$ cat src/verilog/homing_pkg.sv
// constants, register map and types of the homing sequencer
package homing_pkg;
  localparam int unsigned CLK_HZ     = 25_000_000;
  localparam int unsigned MS_PER_S   = 1000;
  localparam int unsigned CYC_PER_MS = CLK_HZ / MS_PER_S;
  localparam int unsigned RATED_RPM  = 3000;

  // register byte offsets
  localparam logic [7:0] A_METHOD = 8'h00;
  localparam logic [7:0] A_RAMP   = 8'h04;
  localparam logic [7:0] A_FAST   = 8'h08;
  localparam logic [7:0] A_SLOW   = 8'h0C;
  localparam logic [7:0] A_OFFSET = 8'h10;
  localparam logic [7:0] A_WINDOW = 8'h14;
  localparam logic [7:0] A_HOLD   = 8'h18;
  localparam logic [7:0] A_LIMSEL = 8'h1C;
  localparam logic [7:0] A_CFG    = 8'h20;
  localparam logic [7:0] A_DINMAP = 8'h24;
  localparam logic [7:0] A_DOUMAP = 8'h28;
  localparam logic [7:0] A_STATUS = 8'h2C;
  localparam logic [7:0] A_CTRL   = 8'h30;

  // reset values
  localparam logic [15:0] METHOD_RST = 16'h0000;
  localparam logic [15:0] RAMP_RST   = 16'h01F4;
  localparam logic [15:0] FAST_RST   = 16'h01F4;
  localparam logic [15:0] SLOW_RST   = 16'h0064;
  localparam logic [31:0] OFFSET_RST = 32'h0000_0000;
  localparam logic [15:0] WINDOW_RST = 16'h0005;
  localparam logic [15:0] HOLD_RST   = 16'h000A;
  localparam logic [15:0] LIMSEL_RST = 16'h0000;
  localparam logic [15:0] CFG_RST    = 16'h0000;
  localparam logic [31:0] DINMAP_RST = 32'h2C2B_221A;
  localparam logic [15:0] DOUMAP_RST = 16'h000F;

  // fields and limits
  localparam logic [15:0] RANGE_MASK  = 16'h7FFF;
  localparam logic [15:0] METHOD_MAX  = 16'h0063;
  localparam logic [15:0] LIM_FAULT   = 16'h0001;
  localparam int unsigned CFG_SETPOS  = 9;
  localparam int unsigned CTRL_CLRFLT = 0;
  localparam int unsigned ST_DONE     = 0;
  localparam int unsigned ST_FAULT    = 1;
  localparam int unsigned ST_BUSY     = 2;
  localparam int unsigned ST_HOMED    = 3;
  localparam int unsigned ST_STATE    = 4;
  localparam int unsigned ST_HOME     = 8;
  localparam int unsigned ST_PLIM     = 9;
  localparam int unsigned ST_NLIM     = 10;

  // input and output function codes
  localparam logic [7:0] FN_TRIG = 8'h1A;
  localparam logic [7:0] FN_HOME = 8'h22;
  localparam logic [7:0] FN_PLIM = 8'h2B;
  localparam logic [7:0] FN_NLIM = 8'h2C;
  localparam logic [7:0] FN_DONE = 8'h0F;

  // method codes
  localparam logic [15:0] M_NLIM_Z = 16'h0001;
  localparam logic [15:0] M_PLIM_Z = 16'h0002;
  localparam logic [15:0] M_NLIM   = 16'h0011;
  localparam logic [15:0] M_PLIM   = 16'h0012;
  localparam logic [15:0] M_Z_REV  = 16'h0021;
  localparam logic [15:0] M_Z_FWD  = 16'h0022;
  localparam logic [15:0] M_HERE   = 16'h0023;

  typedef enum logic [2:0] {
    S_IDLE   = 3'b000,
    S_FAST   = 3'b001,
    S_SLOW   = 3'b011,
    S_ZWAIT  = 3'b010,
    S_SETTLE = 3'b110,
    S_FAULT  = 3'b100
  } hstate_t;
endpackage : homing_pkg

$ cat src/verilog/homing_sig_if.sv
// conditioned homing inputs passed between sequencer modules
`timescale 1ns/1ps
interface homing_sig_if;
  logic trig_rise;
  logic home;
  logic plim;
  logic nlim;
  logic z_rise;
  modport src (output trig_rise, output home, output plim, output nlim, output z_rise);
  modport dst (input trig_rise, input home, input plim, input nlim, input z_rise);
endinterface : homing_sig_if

$ cat src/verilog/homing_inputs.sv
// pin synchronisers, filters and input function mapping
`timescale 1ns/1ps
module homing_inputs (
  input  wire logic        clk_i,
  input  wire logic        rst_i,
  input  wire logic        ce_i,
  input  wire logic [3:0]  din_i,
  input  wire logic        z_i,
  input  wire logic [31:0] din_map_i,
  homing_sig_if.src        sig
);
  import homing_pkg::*;

  logic [4:0] s1_r;
  logic [4:0] s2_r;
  logic [4:0] s3_r;
  logic [4:0] f_r;
  logic [4:0] fd_r;

  // or over all inputs assigned to one function
  function automatic logic pick(input logic [3:0] lv, input logic [31:0] map, input logic [7:0] fn);
    logic hit;
    hit = 1'b0;
    for (int i = 0; i < 4; i++) begin
      hit = hit | (lv[i] & (map[8*i +: 8] == fn));
    end
    return hit;
  endfunction : pick

  always_ff @(posedge clk_i) begin
    if (rst_i) begin
      s1_r <= 5'h00;
      s2_r <= 5'h00;
      s3_r <= 5'h00;
      f_r  <= 5'h00;
      fd_r <= 5'h00;
    end else if (ce_i) begin
      s1_r <= {z_i, din_i};
      s2_r <= s1_r;
      s3_r <= s2_r;
      f_r  <= (s2_r & s3_r) | (f_r & (s2_r ^ s3_r));
      fd_r <= f_r;
    end
  end

  assign sig.trig_rise = pick(f_r[3:0], din_map_i, FN_TRIG) & ~pick(fd_r[3:0], din_map_i, FN_TRIG);
  assign sig.home      = pick(f_r[3:0], din_map_i, FN_HOME);
  assign sig.plim      = pick(f_r[3:0], din_map_i, FN_PLIM);
  assign sig.nlim      = pick(f_r[3:0], din_map_i, FN_NLIM);
  assign sig.z_rise    = f_r[4] & ~fd_r[4];
endmodule : homing_inputs

$ cat src/verilog/homing_settle.sv
// origin window and standstill check held for the completion time
`timescale 1ns/1ps
module homing_settle (
  input  wire logic        clk_i,
  input  wire logic        rst_i,
  input  wire logic        ce_i,
  input  wire logic        arm_i,
  input  wire logic [31:0] pos_i,
  input  wire logic [31:0] target_i,
  input  wire logic [15:0] window_i,
  input  wire logic [15:0] hold_ms_i,
  input  wire logic [15:0] spd_ref_i,
  output logic             ok_o
);
  import homing_pkg::*;

  localparam logic [14:0] PRE_LAST = 15'(CYC_PER_MS - 1);

  logic [14:0] pre_r;
  logic [15:0] ms_r;

  wire logic [32:0] diff_w = {pos_i[31], pos_i} - {target_i[31], target_i};
  wire logic [32:0] mag_w  = diff_w[32] ? (33'h0 - diff_w) : diff_w;
  wire logic        cond_w = arm_i & (mag_w <= {17'h0, window_i}) & (spd_ref_i == 16'h0000);
  wire logic        held_w = ms_r >= hold_ms_i;

  always_ff @(posedge clk_i) begin
    if (rst_i) begin
      pre_r <= 15'h0000;
      ms_r  <= 16'h0000;
      ok_o  <= 1'b0;
    end else if (ce_i) begin
      ok_o <= cond_w & held_w;
      if (!cond_w) begin
        pre_r <= 15'h0000;
        ms_r  <= 16'h0000;
      end else if (!held_w) begin
        pre_r <= (pre_r == PRE_LAST) ? 15'h0000 : pre_r + 15'h0001;
        ms_r  <= (pre_r == PRE_LAST) ? ms_r + 16'h0001 : ms_r;
      end
    end
  end
endmodule : homing_settle

$ cat src/verilog/servo_homing_sequencer.sv
// homing sequencer with wishbone register file
//
// Implementation choices: the Wishbone register port and the address map.
`timescale 1ns/1ps
module servo_homing_sequencer (
  input  wire logic        clk_i,
  input  wire logic        rst_i,
  input  wire logic        ce_i,
  input  wire logic        cyc_i,
  input  wire logic        stb_i,
  input  wire logic        we_i,
  input  wire logic [7:0]  adr_i,
  input  wire logic [3:0]  sel_i,
  input  wire logic [31:0] dat_i,
  output logic [31:0]      dat_o,
  output logic             ack_o,
  input  wire logic [3:0]  din_i,
  input  wire logic        z_index_i,
  input  wire logic        drive_enabled_i,
  input  wire logic [31:0] enc_pos_i,
  input  wire logic [15:0] position_speed_reference_i,
  output logic [1:0]       dout_o,
  output logic [15:0]      speed_o,
  output logic             dir_fwd_o,
  output logic             moving_o,
  output logic [31:0]      ramp_ms_o,
  output logic             pos_set_o,
  output logic [31:0]      pos_set_val_o,
  output logic             pos_move_o,
  output logic [31:0]      pos_target_o,
  output logic             fault_o,
  output logic             busy_o
);
  import homing_pkg::*;

  logic [15:0] homing_method_select_r;
  logic [15:0] homing_ramp_time_r;
  logic [15:0] homing_fast_speed_r;
  logic [15:0] homing_slow_speed_r;
  logic [31:0] homing_position_offset_r;
  logic [15:0] origin_window_r;
  logic [15:0] completion_hold_time_r;
  logic [15:0] limit_enable_select_r;
  logic [15:0] function_config_word_r;
  logic [31:0] din_map_r;
  logic [15:0] dout_map_r;
  hstate_t     st_r;
  hstate_t     st_nxt;
  logic        homed_r;
  logic        done_r;
  logic        settle_ok;
  logic        arm_w;
  logic [31:0] rd_nxt;

  homing_sig_if sig ();

  homing_inputs u_inputs (
    .clk_i     (clk_i),
    .rst_i     (rst_i),
    .ce_i      (ce_i),
    .din_i     (din_i),
    .z_i       (z_index_i),
    .din_map_i (din_map_r),
    .sig       (sig)
  );

  homing_settle u_settle (
    .clk_i     (clk_i),
    .rst_i     (rst_i),
    .ce_i      (ce_i),
    .arm_i     (arm_w),
    .pos_i     (enc_pos_i),
    .target_i  (pos_target_o),
    .window_i  (origin_window_r),
    .hold_ms_i (completion_hold_time_r),
    .spd_ref_i (position_speed_reference_i),
    .ok_o      (settle_ok)
  );

  // byte-lane merge of a write into a register
  function automatic logic [31:0] merge(input logic [31:0] old, input logic [31:0] nv, input logic [3:0] sel);
    logic [31:0] res;
    res = old;
    for (int i = 0; i < 4; i++) begin
      if (sel[i]) begin
        res[8*i +: 8] = nv[8*i +: 8];
      end
    end
    return res;
  endfunction : merge

  // lane merge for a 16-bit register
  function automatic logic [15:0] merge16(input logic [15:0] old, input logic [31:0] nv, input logic [3:0] sel);
    logic [31:0] res;
    res = merge({16'h0, old}, nv, sel);
    return res[15:0];
  endfunction : merge16

  // method codes this block can run
  function automatic logic supported(input logic [15:0] m);
    return (m == M_NLIM_Z) | (m == M_PLIM_Z) | (m == M_NLIM) | (m == M_PLIM) |
           (m == M_Z_REV) | (m == M_Z_FWD) | (m == M_HERE);
  endfunction : supported

  // bus decode
  wire logic        req_w    = cyc_i & stb_i & ~ack_o;
  wire logic        wr_w     = cyc_i & stb_i & we_i & ack_o; // lands at the acknowledged edge
  wire logic [31:0] wdat_w   = dat_i;
  wire logic        wr_meth  = wr_w & (adr_i == A_METHOD);
  wire logic        wr_ramp  = wr_w & (adr_i == A_RAMP);
  wire logic        wr_fast  = wr_w & (adr_i == A_FAST);
  wire logic        wr_slow  = wr_w & (adr_i == A_SLOW);
  wire logic        wr_off   = wr_w & (adr_i == A_OFFSET);
  wire logic        wr_win   = wr_w & (adr_i == A_WINDOW);
  wire logic        wr_hold  = wr_w & (adr_i == A_HOLD);
  wire logic        wr_lim   = wr_w & (adr_i == A_LIMSEL);
  wire logic        wr_cfg   = wr_w & (adr_i == A_CFG);
  wire logic        wr_dinm  = wr_w & (adr_i == A_DINMAP);
  wire logic        wr_doum  = wr_w & (adr_i == A_DOUMAP);
  wire logic        clr_flt  = wr_w & (adr_i == A_CTRL) & sel_i[0] & wdat_w[CTRL_CLRFLT];

  // method write takes effect only with the drive disabled and in range
  wire logic [15:0] meth_new = merge16(homing_method_select_r, wdat_w, sel_i);
  wire logic        meth_ok  = ~drive_enabled_i & (meth_new <= METHOD_MAX);

  // method decode
  wire logic [15:0] meth_w   = homing_method_select_r;
  wire logic        plim_m   = (meth_w == M_PLIM_Z) | (meth_w == M_PLIM);
  wire logic        use_z    = (meth_w == M_NLIM_Z) | (meth_w == M_PLIM_Z);
  wire logic        z_only   = (meth_w == M_Z_REV) | (meth_w == M_Z_FWD);
  wire logic        ref_w    = plim_m ? sig.plim : sig.nlim;
  wire logic        toward_w = plim_m;
  wire logic        lim_flt  = (limit_enable_select_r == LIM_FAULT) & (sig.plim | sig.nlim);
  wire logic        start_w  = sig.trig_rise & (st_r == S_IDLE) & supported(meth_w) & ~lim_flt;
  wire logic        set_pos  = function_config_word_r[CFG_SETPOS];
  wire logic        org_w    = ((st_r == S_SLOW) & ~ref_w & ~use_z) |
                               ((st_r == S_ZWAIT) & sig.z_rise) |
                               (start_w & (meth_w == M_HERE));
  wire logic [31:0] ramp_pr  = {16'h0, homing_fast_speed_r} * {16'h0, homing_ramp_time_r};
  wire logic [31:0] ramp_eff = ramp_pr / RATED_RPM;
  assign arm_w = homed_r & ~org_w;

  // sequencer next state
  always_comb begin
    st_nxt = st_r;
    unique case (st_r)
      S_IDLE: begin
        if (start_w) begin
          if (meth_w == M_HERE) begin
            st_nxt = S_SETTLE;
          end else if (z_only) begin
            st_nxt = S_ZWAIT;
          end else if (ref_w) begin
            st_nxt = S_SLOW;
          end else begin
            st_nxt = S_FAST;
          end
        end
      end
      S_FAST: begin
        if (ref_w) begin
          st_nxt = S_SLOW;
        end
      end
      S_SLOW: begin
        if (!ref_w) begin
          st_nxt = use_z ? S_ZWAIT : S_SETTLE;
        end
      end
      S_ZWAIT: begin
        if (sig.z_rise) begin
          st_nxt = S_SETTLE;
        end
      end
      S_SETTLE: begin
        if (settle_ok) begin
          st_nxt = S_IDLE;
        end
      end
      S_FAULT: begin
        if (clr_flt) begin
          st_nxt = S_IDLE;
        end
      end
      default: st_nxt = S_IDLE;
    endcase
    if (lim_flt) begin
      st_nxt = S_FAULT;
    end
  end

  // motion command for the next state
  wire logic        fast_nx  = st_nxt == S_FAST;
  wire logic        slow_nx  = (st_nxt == S_SLOW) | (st_nxt == S_ZWAIT);
  wire logic [15:0] spd_nx   = fast_nx ? homing_fast_speed_r : (slow_nx ? homing_slow_speed_r : 16'h0000);
  wire logic        dir_nx   = z_only ? (meth_w == M_Z_FWD) : (fast_nx ? toward_w : ~toward_w);
  wire logic        done_nxt = homed_r & settle_ok & ~start_w;

  // read mux
  always_comb begin
    rd_nxt = 32'h0000_0000;
    unique case (adr_i)
      A_METHOD: rd_nxt = {16'h0, homing_method_select_r};
      A_RAMP:   rd_nxt = {16'h0, homing_ramp_time_r};
      A_FAST:   rd_nxt = {16'h0, homing_fast_speed_r};
      A_SLOW:   rd_nxt = {16'h0, homing_slow_speed_r};
      A_OFFSET: rd_nxt = homing_position_offset_r;
      A_WINDOW: rd_nxt = {16'h0, origin_window_r};
      A_HOLD:   rd_nxt = {16'h0, completion_hold_time_r};
      A_LIMSEL: rd_nxt = {16'h0, limit_enable_select_r};
      A_CFG:    rd_nxt = {16'h0, function_config_word_r};
      A_DINMAP: rd_nxt = din_map_r;
      A_DOUMAP: rd_nxt = {16'h0, dout_map_r};
      A_STATUS: begin
        rd_nxt[ST_DONE]           = done_r;
        rd_nxt[ST_FAULT]          = fault_o;
        rd_nxt[ST_BUSY]           = busy_o;
        rd_nxt[ST_HOMED]          = homed_r;
        rd_nxt[ST_STATE +: 3]     = st_r;
        rd_nxt[ST_HOME]           = sig.home;
        rd_nxt[ST_PLIM]           = sig.plim;
        rd_nxt[ST_NLIM]           = sig.nlim;
      end
      default:  rd_nxt = 32'h0000_0000;
    endcase
  end

  // bus slave answer
  always_ff @(posedge clk_i) begin
    if (rst_i) begin
      ack_o <= 1'b0;
      dat_o <= 32'h0000_0000;
    end else if (ce_i) begin
      ack_o <= req_w;
      dat_o <= (req_w & ~we_i) ? rd_nxt : 32'h0000_0000;
    end
  end

  // software registers
  always_ff @(posedge clk_i) begin
    if (rst_i) begin
      homing_method_select_r   <= METHOD_RST;
      homing_ramp_time_r       <= RAMP_RST;
      homing_fast_speed_r      <= FAST_RST;
      homing_slow_speed_r      <= SLOW_RST;
      homing_position_offset_r <= OFFSET_RST;
      origin_window_r          <= WINDOW_RST;
      completion_hold_time_r   <= HOLD_RST;
      limit_enable_select_r    <= LIMSEL_RST;
      function_config_word_r   <= CFG_RST;
      din_map_r                <= DINMAP_RST;
      dout_map_r               <= DOUMAP_RST;
    end else if (ce_i) begin
      if (wr_meth & meth_ok) homing_method_select_r <= meth_new;
      if (wr_ramp) homing_ramp_time_r <= merge16(homing_ramp_time_r, wdat_w, sel_i) & RANGE_MASK;
      if (wr_fast) homing_fast_speed_r <= merge16(homing_fast_speed_r, wdat_w, sel_i) & RANGE_MASK;
      if (wr_slow) homing_slow_speed_r <= merge16(homing_slow_speed_r, wdat_w, sel_i) & RANGE_MASK;
      if (wr_off) homing_position_offset_r <= merge(homing_position_offset_r, wdat_w, sel_i);
      if (wr_win) origin_window_r <= merge16(origin_window_r, wdat_w, sel_i) & RANGE_MASK;
      if (wr_hold) completion_hold_time_r <= merge16(completion_hold_time_r, wdat_w, sel_i);
      if (wr_lim) limit_enable_select_r <= merge16(limit_enable_select_r, wdat_w, sel_i);
      if (wr_cfg) function_config_word_r <= merge16(function_config_word_r, wdat_w, sel_i);
      if (wr_dinm) din_map_r <= merge(din_map_r, wdat_w, sel_i);
      if (wr_doum) dout_map_r <= merge16(dout_map_r, wdat_w, sel_i);
    end
  end

  // sequencer state and homed flag
  always_ff @(posedge clk_i) begin
    if (rst_i) begin
      st_r    <= S_IDLE;
      homed_r <= 1'b0;
    end else if (ce_i) begin
      st_r <= st_nxt;
      if (org_w) begin
        homed_r <= 1'b1;
      end else if (start_w | lim_flt) begin
        homed_r <= 1'b0;
      end
    end
  end

  // motion and position outputs
  always_ff @(posedge clk_i) begin
    if (rst_i) begin
      speed_o       <= 16'h0000;
      dir_fwd_o     <= 1'b0;
      moving_o      <= 1'b0;
      ramp_ms_o     <= 32'h0000_0000;
      pos_set_o     <= 1'b0;
      pos_set_val_o <= 32'h0000_0000;
      pos_move_o    <= 1'b0;
      pos_target_o  <= 32'h0000_0000;
    end else if (ce_i) begin
      speed_o   <= spd_nx;
      dir_fwd_o <= dir_nx;
      moving_o  <= fast_nx | slow_nx;
      ramp_ms_o <= ramp_eff;
      pos_set_o  <= org_w;
      pos_move_o <= org_w & ~set_pos;
      if (org_w) begin
        pos_set_val_o <= set_pos ? homing_position_offset_r : 32'h0000_0000;
        pos_target_o  <= homing_position_offset_r;
      end
    end
  end

  // status outputs and done routing
  always_ff @(posedge clk_i) begin
    if (rst_i) begin
      done_r  <= 1'b0;
      fault_o <= 1'b0;
      busy_o  <= 1'b0;
      dout_o  <= 2'b00;
    end else if (ce_i) begin
      done_r  <= done_nxt;
      fault_o <= st_nxt == S_FAULT;
      busy_o  <= (st_nxt != S_IDLE) & (st_nxt != S_FAULT);
      for (int i = 0; i < 2; i++) begin
        dout_o[i] <= done_nxt & (dout_map_r[8*i +: 8] == FN_DONE);
      end
    end
  end
endmodule : servo_homing_sequencer

$ cat config.mk
export PLATFORM = sky130hd
export DESIGN_NAME = servo_homing_sequencer
export DESIGN_NICKNAME = d
export VERILOG_FILES = /design/src/verilog/homing_pkg.sv /design/src/verilog/homing_sig_if.sv /design/src/verilog/homing_inputs.sv /design/src/verilog/homing_settle.sv /design/src/verilog/servo_homing_sequencer.sv
export SDC_FILE = /design/constraint.sdc
export NUM_CORES = 2
export LEC_CHECK = 0
export BUFFER_PORTS_ARGS = -buffer_cell sky130_fd_sc_hd__buf_2
export CAP_MARGIN = 20
export CORE_MARGIN = 4
export CORE_UTILIZATION = 47
export CTS_CLUSTER_DIAMETER = 120
export DETAILED_ROUTE_END_ITERATION = 10
export PLACE_DENSITY_LB_ADDON = 0.2
export SETUP_SLACK_MARGIN = 0.2
export SLEW_MARGIN = 20
export SYNTH_ARGS = -nofsm -noshare
export SYNTH_HDL_FRONTEND = slang
export SYNTH_SLANG_ARGS = --single-unit
$ cat constraint.sdc
create_clock -name clk_i -period 24.2 [get_ports clk_i]
set_clock_uncertainty 0.05 [all_clocks]
set_input_delay 4.84 -clock clk_i [delete_from_list [all_inputs] [get_ports clk_i]]
set_output_delay 4.84 -clock clk_i [all_outputs]
set_load 0.01 [all_outputs]
==> impl_metrics.env <==
export IMPL_hpwl_microns=83800
export IMPL_antenna_found_initial=10
export IMPL_drt_total_wl_microns=110000
export IMPL_die_w_microns=277
export IMPL_maxSlewViolCount=0
export IMPL_p_per_area_nw_per_um2=40.1
export IMPL_whs_ns=0.397
export IMPL_ir_drop_v=0.0000572
export IMPL_cts_tree="built"
export IMPL_finalCritPeriodShare_pct=94.1
export IMPL_yosys_warnings=0
export IMPL_crit_top_cell="fa_1"
export IMPL_slew_headroom_pct=23.7
export IMPL_nets=4842
export IMPL_critPathArrivalTime_ns=23.21
export IMPL_clockRootBuffer="clkbuf_16"
export IMPL_p_leak_nw=15.5
export IMPL_clk_pin_slew_worst_paths_ns=0.06
export IMPL_cap_violations=0
export IMPL_setup_viol_count_final=0
export IMPL_finalInstanceArea_sq_um=37900
export IMPL_cts_made_buffers=47
export IMPL_endpoint_kind="flip-flop"
export IMPL_crit_path_start_kind="flip-flop"
export IMPL_grt_pass1_vias=29600
export IMPL_clock_sinks=405
export IMPL_synth_seq_area_share_pct=23.9
export IMPL_cp_slowest_cell="or4b_1"
export IMPL_fmax_ghz=0.0439
export IMPL_fin_util_pct=52.9
export IMPL_synth_most_common_cell="nand2_1"
export IMPL_synth_edf_count=0
export IMPL_power_total_w=0.00152
export IMPL_placementRows=98
export IMPL_syn_cell_area_sq_um=34000
export IMPL_synth_seq_cells=405
export IMPL_wire_per_inst_microns=20.4
export IMPL_synthArstFlopShare_pct=0
export IMPL_cpPeakStageDelay_ns=0.64
export IMPL_synth_top_flop_cell="dfxtp_1"
export IMPL_synth_top_cell_by_area="dfxtp_1"
export IMPL_fin_tns_setup_ns=0
export IMPL_clock_latency_ns=0.61
export IMPL_rrSetupSlack_ns=1.43
export IMPL_drtAntennaViolNets=0
export IMPL_fp_dieArea_sq_um=76600
export IMPL_cts_hold_buffers=0
export IMPL_synth_top_area_share_pct=23.9
export IMPL_clockBufferDepth=3
export IMPL_gr_total_overflow=0
export IMPL_crit_fanout=17
export IMPL_areaGrowthSynthToFinish_pct=11.6
export IMPL_fin_crit_ns=22.77
export IMPL_hold_path_class="flip-flop to flip-flop"
export IMPL_io_buffers=242
export IMPL_cp_required_ns=24.64
export IMPL_num_vias=32300
export IMPL_drc=0
export IMPL_pin_count=257
export IMPL_drtIter0Drc=3193
export IMPL_core_area_sq_um=71600
export IMPL_initial_core_util_pct=47.4
export IMPL_avgSynthCellArea_sq_um=7.97
export IMPL_synth_distinct_cells=125
export IMPL_synthTopCellsByArea="dfxtp_1 24%, fa_1 9.9%, ha_1 6.1%"
export IMPL_dr_pass1_iters=6
export IMPL_htree_num_levels=2
export IMPL_worst_pin_slew_ns=1.14
export IMPL_drive_gt1_share_pct=12.9
export IMPL_rsz0062_at_grt="no"
export IMPL_grt_max_degree=149
export IMPL_place_congestion=0.936
export IMPL_grt_util_all_layers_pct=27.3
export IMPL_grt_pass1_wl_microns=171000
export IMPL_viasPerCell=5.99
export IMPL_synth_common_cells="512 x nand2_1, 417 x nor2_1, 405 x dfxtp_1, 300 x a21oi_1, 275 x inv_1"
export IMPL_place_area_sq_um=36000
export IMPL_hold_viol=0
export IMPL_criticalPathCategory="flip-flop to flip-flop"
export IMPL_synthCells=4260
export IMPL_die_h_microns=277
export IMPL_status="finished clean"
## worst paths after layout
check,end,cells after the start,start
worst max-delay path,ramp_ms_o[0]$_SDFFE_PP0P_,76,homing_fast_speed_r[4]$_SDFFE_PP1P_
worst max register to register,ramp_ms_o[0]$_SDFFE_PP0P_,76,homing_fast_speed_r[4]$_SDFFE_PP1P_
worst min-delay path,pos_set_val_o[29]$_SDFFE_PP0P_,2,pos_set_val_o[29]$_SDFFE_PP0P_
worst min register to register,pos_set_val_o[29]$_SDFFE_PP0P_,2,pos_set_val_o[29]$_SDFFE_PP0P_
## flip-flops by register name (all words and copies together) (netlist names), 15 cells and up
signal / count
homing_ramp_time_r: 15
speed_o: 15
homing_fast_speed_r: 15
dat_o: 32
ramp_ms_o: 19
pos_target_o: 32
u_settle.ms_r: 16
pos_set_val_o: 32
dout_map_r: 16
homing_position_offset_r: 32
limit_enable_select_r: 16
origin_window_r: 15
u_settle.pre_r: 15
completion_hold_time_r: 16
function_config_word_r: 16
din_map_r: 32
homing_slow_speed_r: 15
homing_method_select_r: 16
## power breakdown
group          internal (W)  switching, W  leakage (nW)
sequential         0.000670    0.00000302          3.27
clock              0.000425      0.000303         0.773
combinational     0.0000409     0.0000756          11.5
## routing by layer
layer	routed length [microns]	vias to the layer above	GRT usage (%)	share of wire, %
met3	10200	176	5.89	9.3
li1	-	15300	-	-
met5	61	-	0	0.055
met4	2760	10	6.31	2.5
met2	46800	1347	40.3	43
met1	50300	15500	40.7	46
## placed cells by master, fill, tap and decap left out, types with 22 or more instances in the layout
master	count
clkbuf_16	49
inv_1	275
a31oi_1	36
fa_1	168
o21ai_0	103
xor2_1	48
dfxtp_1	385
and2_1	175
a211oi_1	26
xnor2_1	86
nor2b_1	43
nor2_1	410
mux2i_1	162
nor3_1	106
buf_2	240
a21oi_1	298
o21bai_1	30
nand3b_1	24
buf_4	78
o211ai_1	28
or3_1	38
ha_1	165
nor4_1	22
nand2_1	512
a22oi_1	73
a22o_1	37
a211o_1	41
a21o_1	48
nand3_1	116
and3_1	35
nand2b_1	23
a221oi_1	33
nand4_1	40
## layout make-up
| cell class | instances | area [sq um] |
|---|---|---|
| Antenna cell | 5 | 12.5 |
| Clock buffer | 68 | 1360 |
| Clock inverter | 18 | 209 |
| Fill cell | 6900 | 33700 |
| Inverter | 276 | 1040 |
| Multi-Input combinational cell | 3356 | 24200 |
| Sequential cell | 405 | 8140 |
| Tap cell | 950 | 1190 |
| Timing Repair Buffer | 319 | 1800 |
## metrics by stage
stage	setup slack, ns	std cells
2_1_floorplan	3.71	4273
3_3_place_gp	1.20	5301
3_5_place_dp	0.628	5301
4_1_cts	0.574	5387
5_1_grt	0.197	5395
6_report	1.43	5397
## cell families after synthesis
group           Yosys count  synth area share (%)
simple gates           1648                  23.4
compound gates         1032                  21.4
fa+ha+maj               340                  16.2
xor+xnor                147                  3.92
other cells               1                0.0110
mux                     175                  5.20
flops                   405                  23.9
buf+inv                 512                  5.96
## worst max-delay path: cells and delay by family (launching register included)
family                     cells  cell delay [ns]
adders and majority gates      8             3.55
and+or+nand+nor               17             5.72
xor gates and xnor gates       4             0.92
buffers and inverters          8             0.99
muxes                          1             0.14
DFF                            1             0.50
AOI/OAI and AO/OA             38            10.80
## repair_timing
action,in CTS,in global routing
setup buffers,0,5
resized for setup,0,65
endpoints found under the setup margin,0,3
Power figures use the tool's default switching activity.
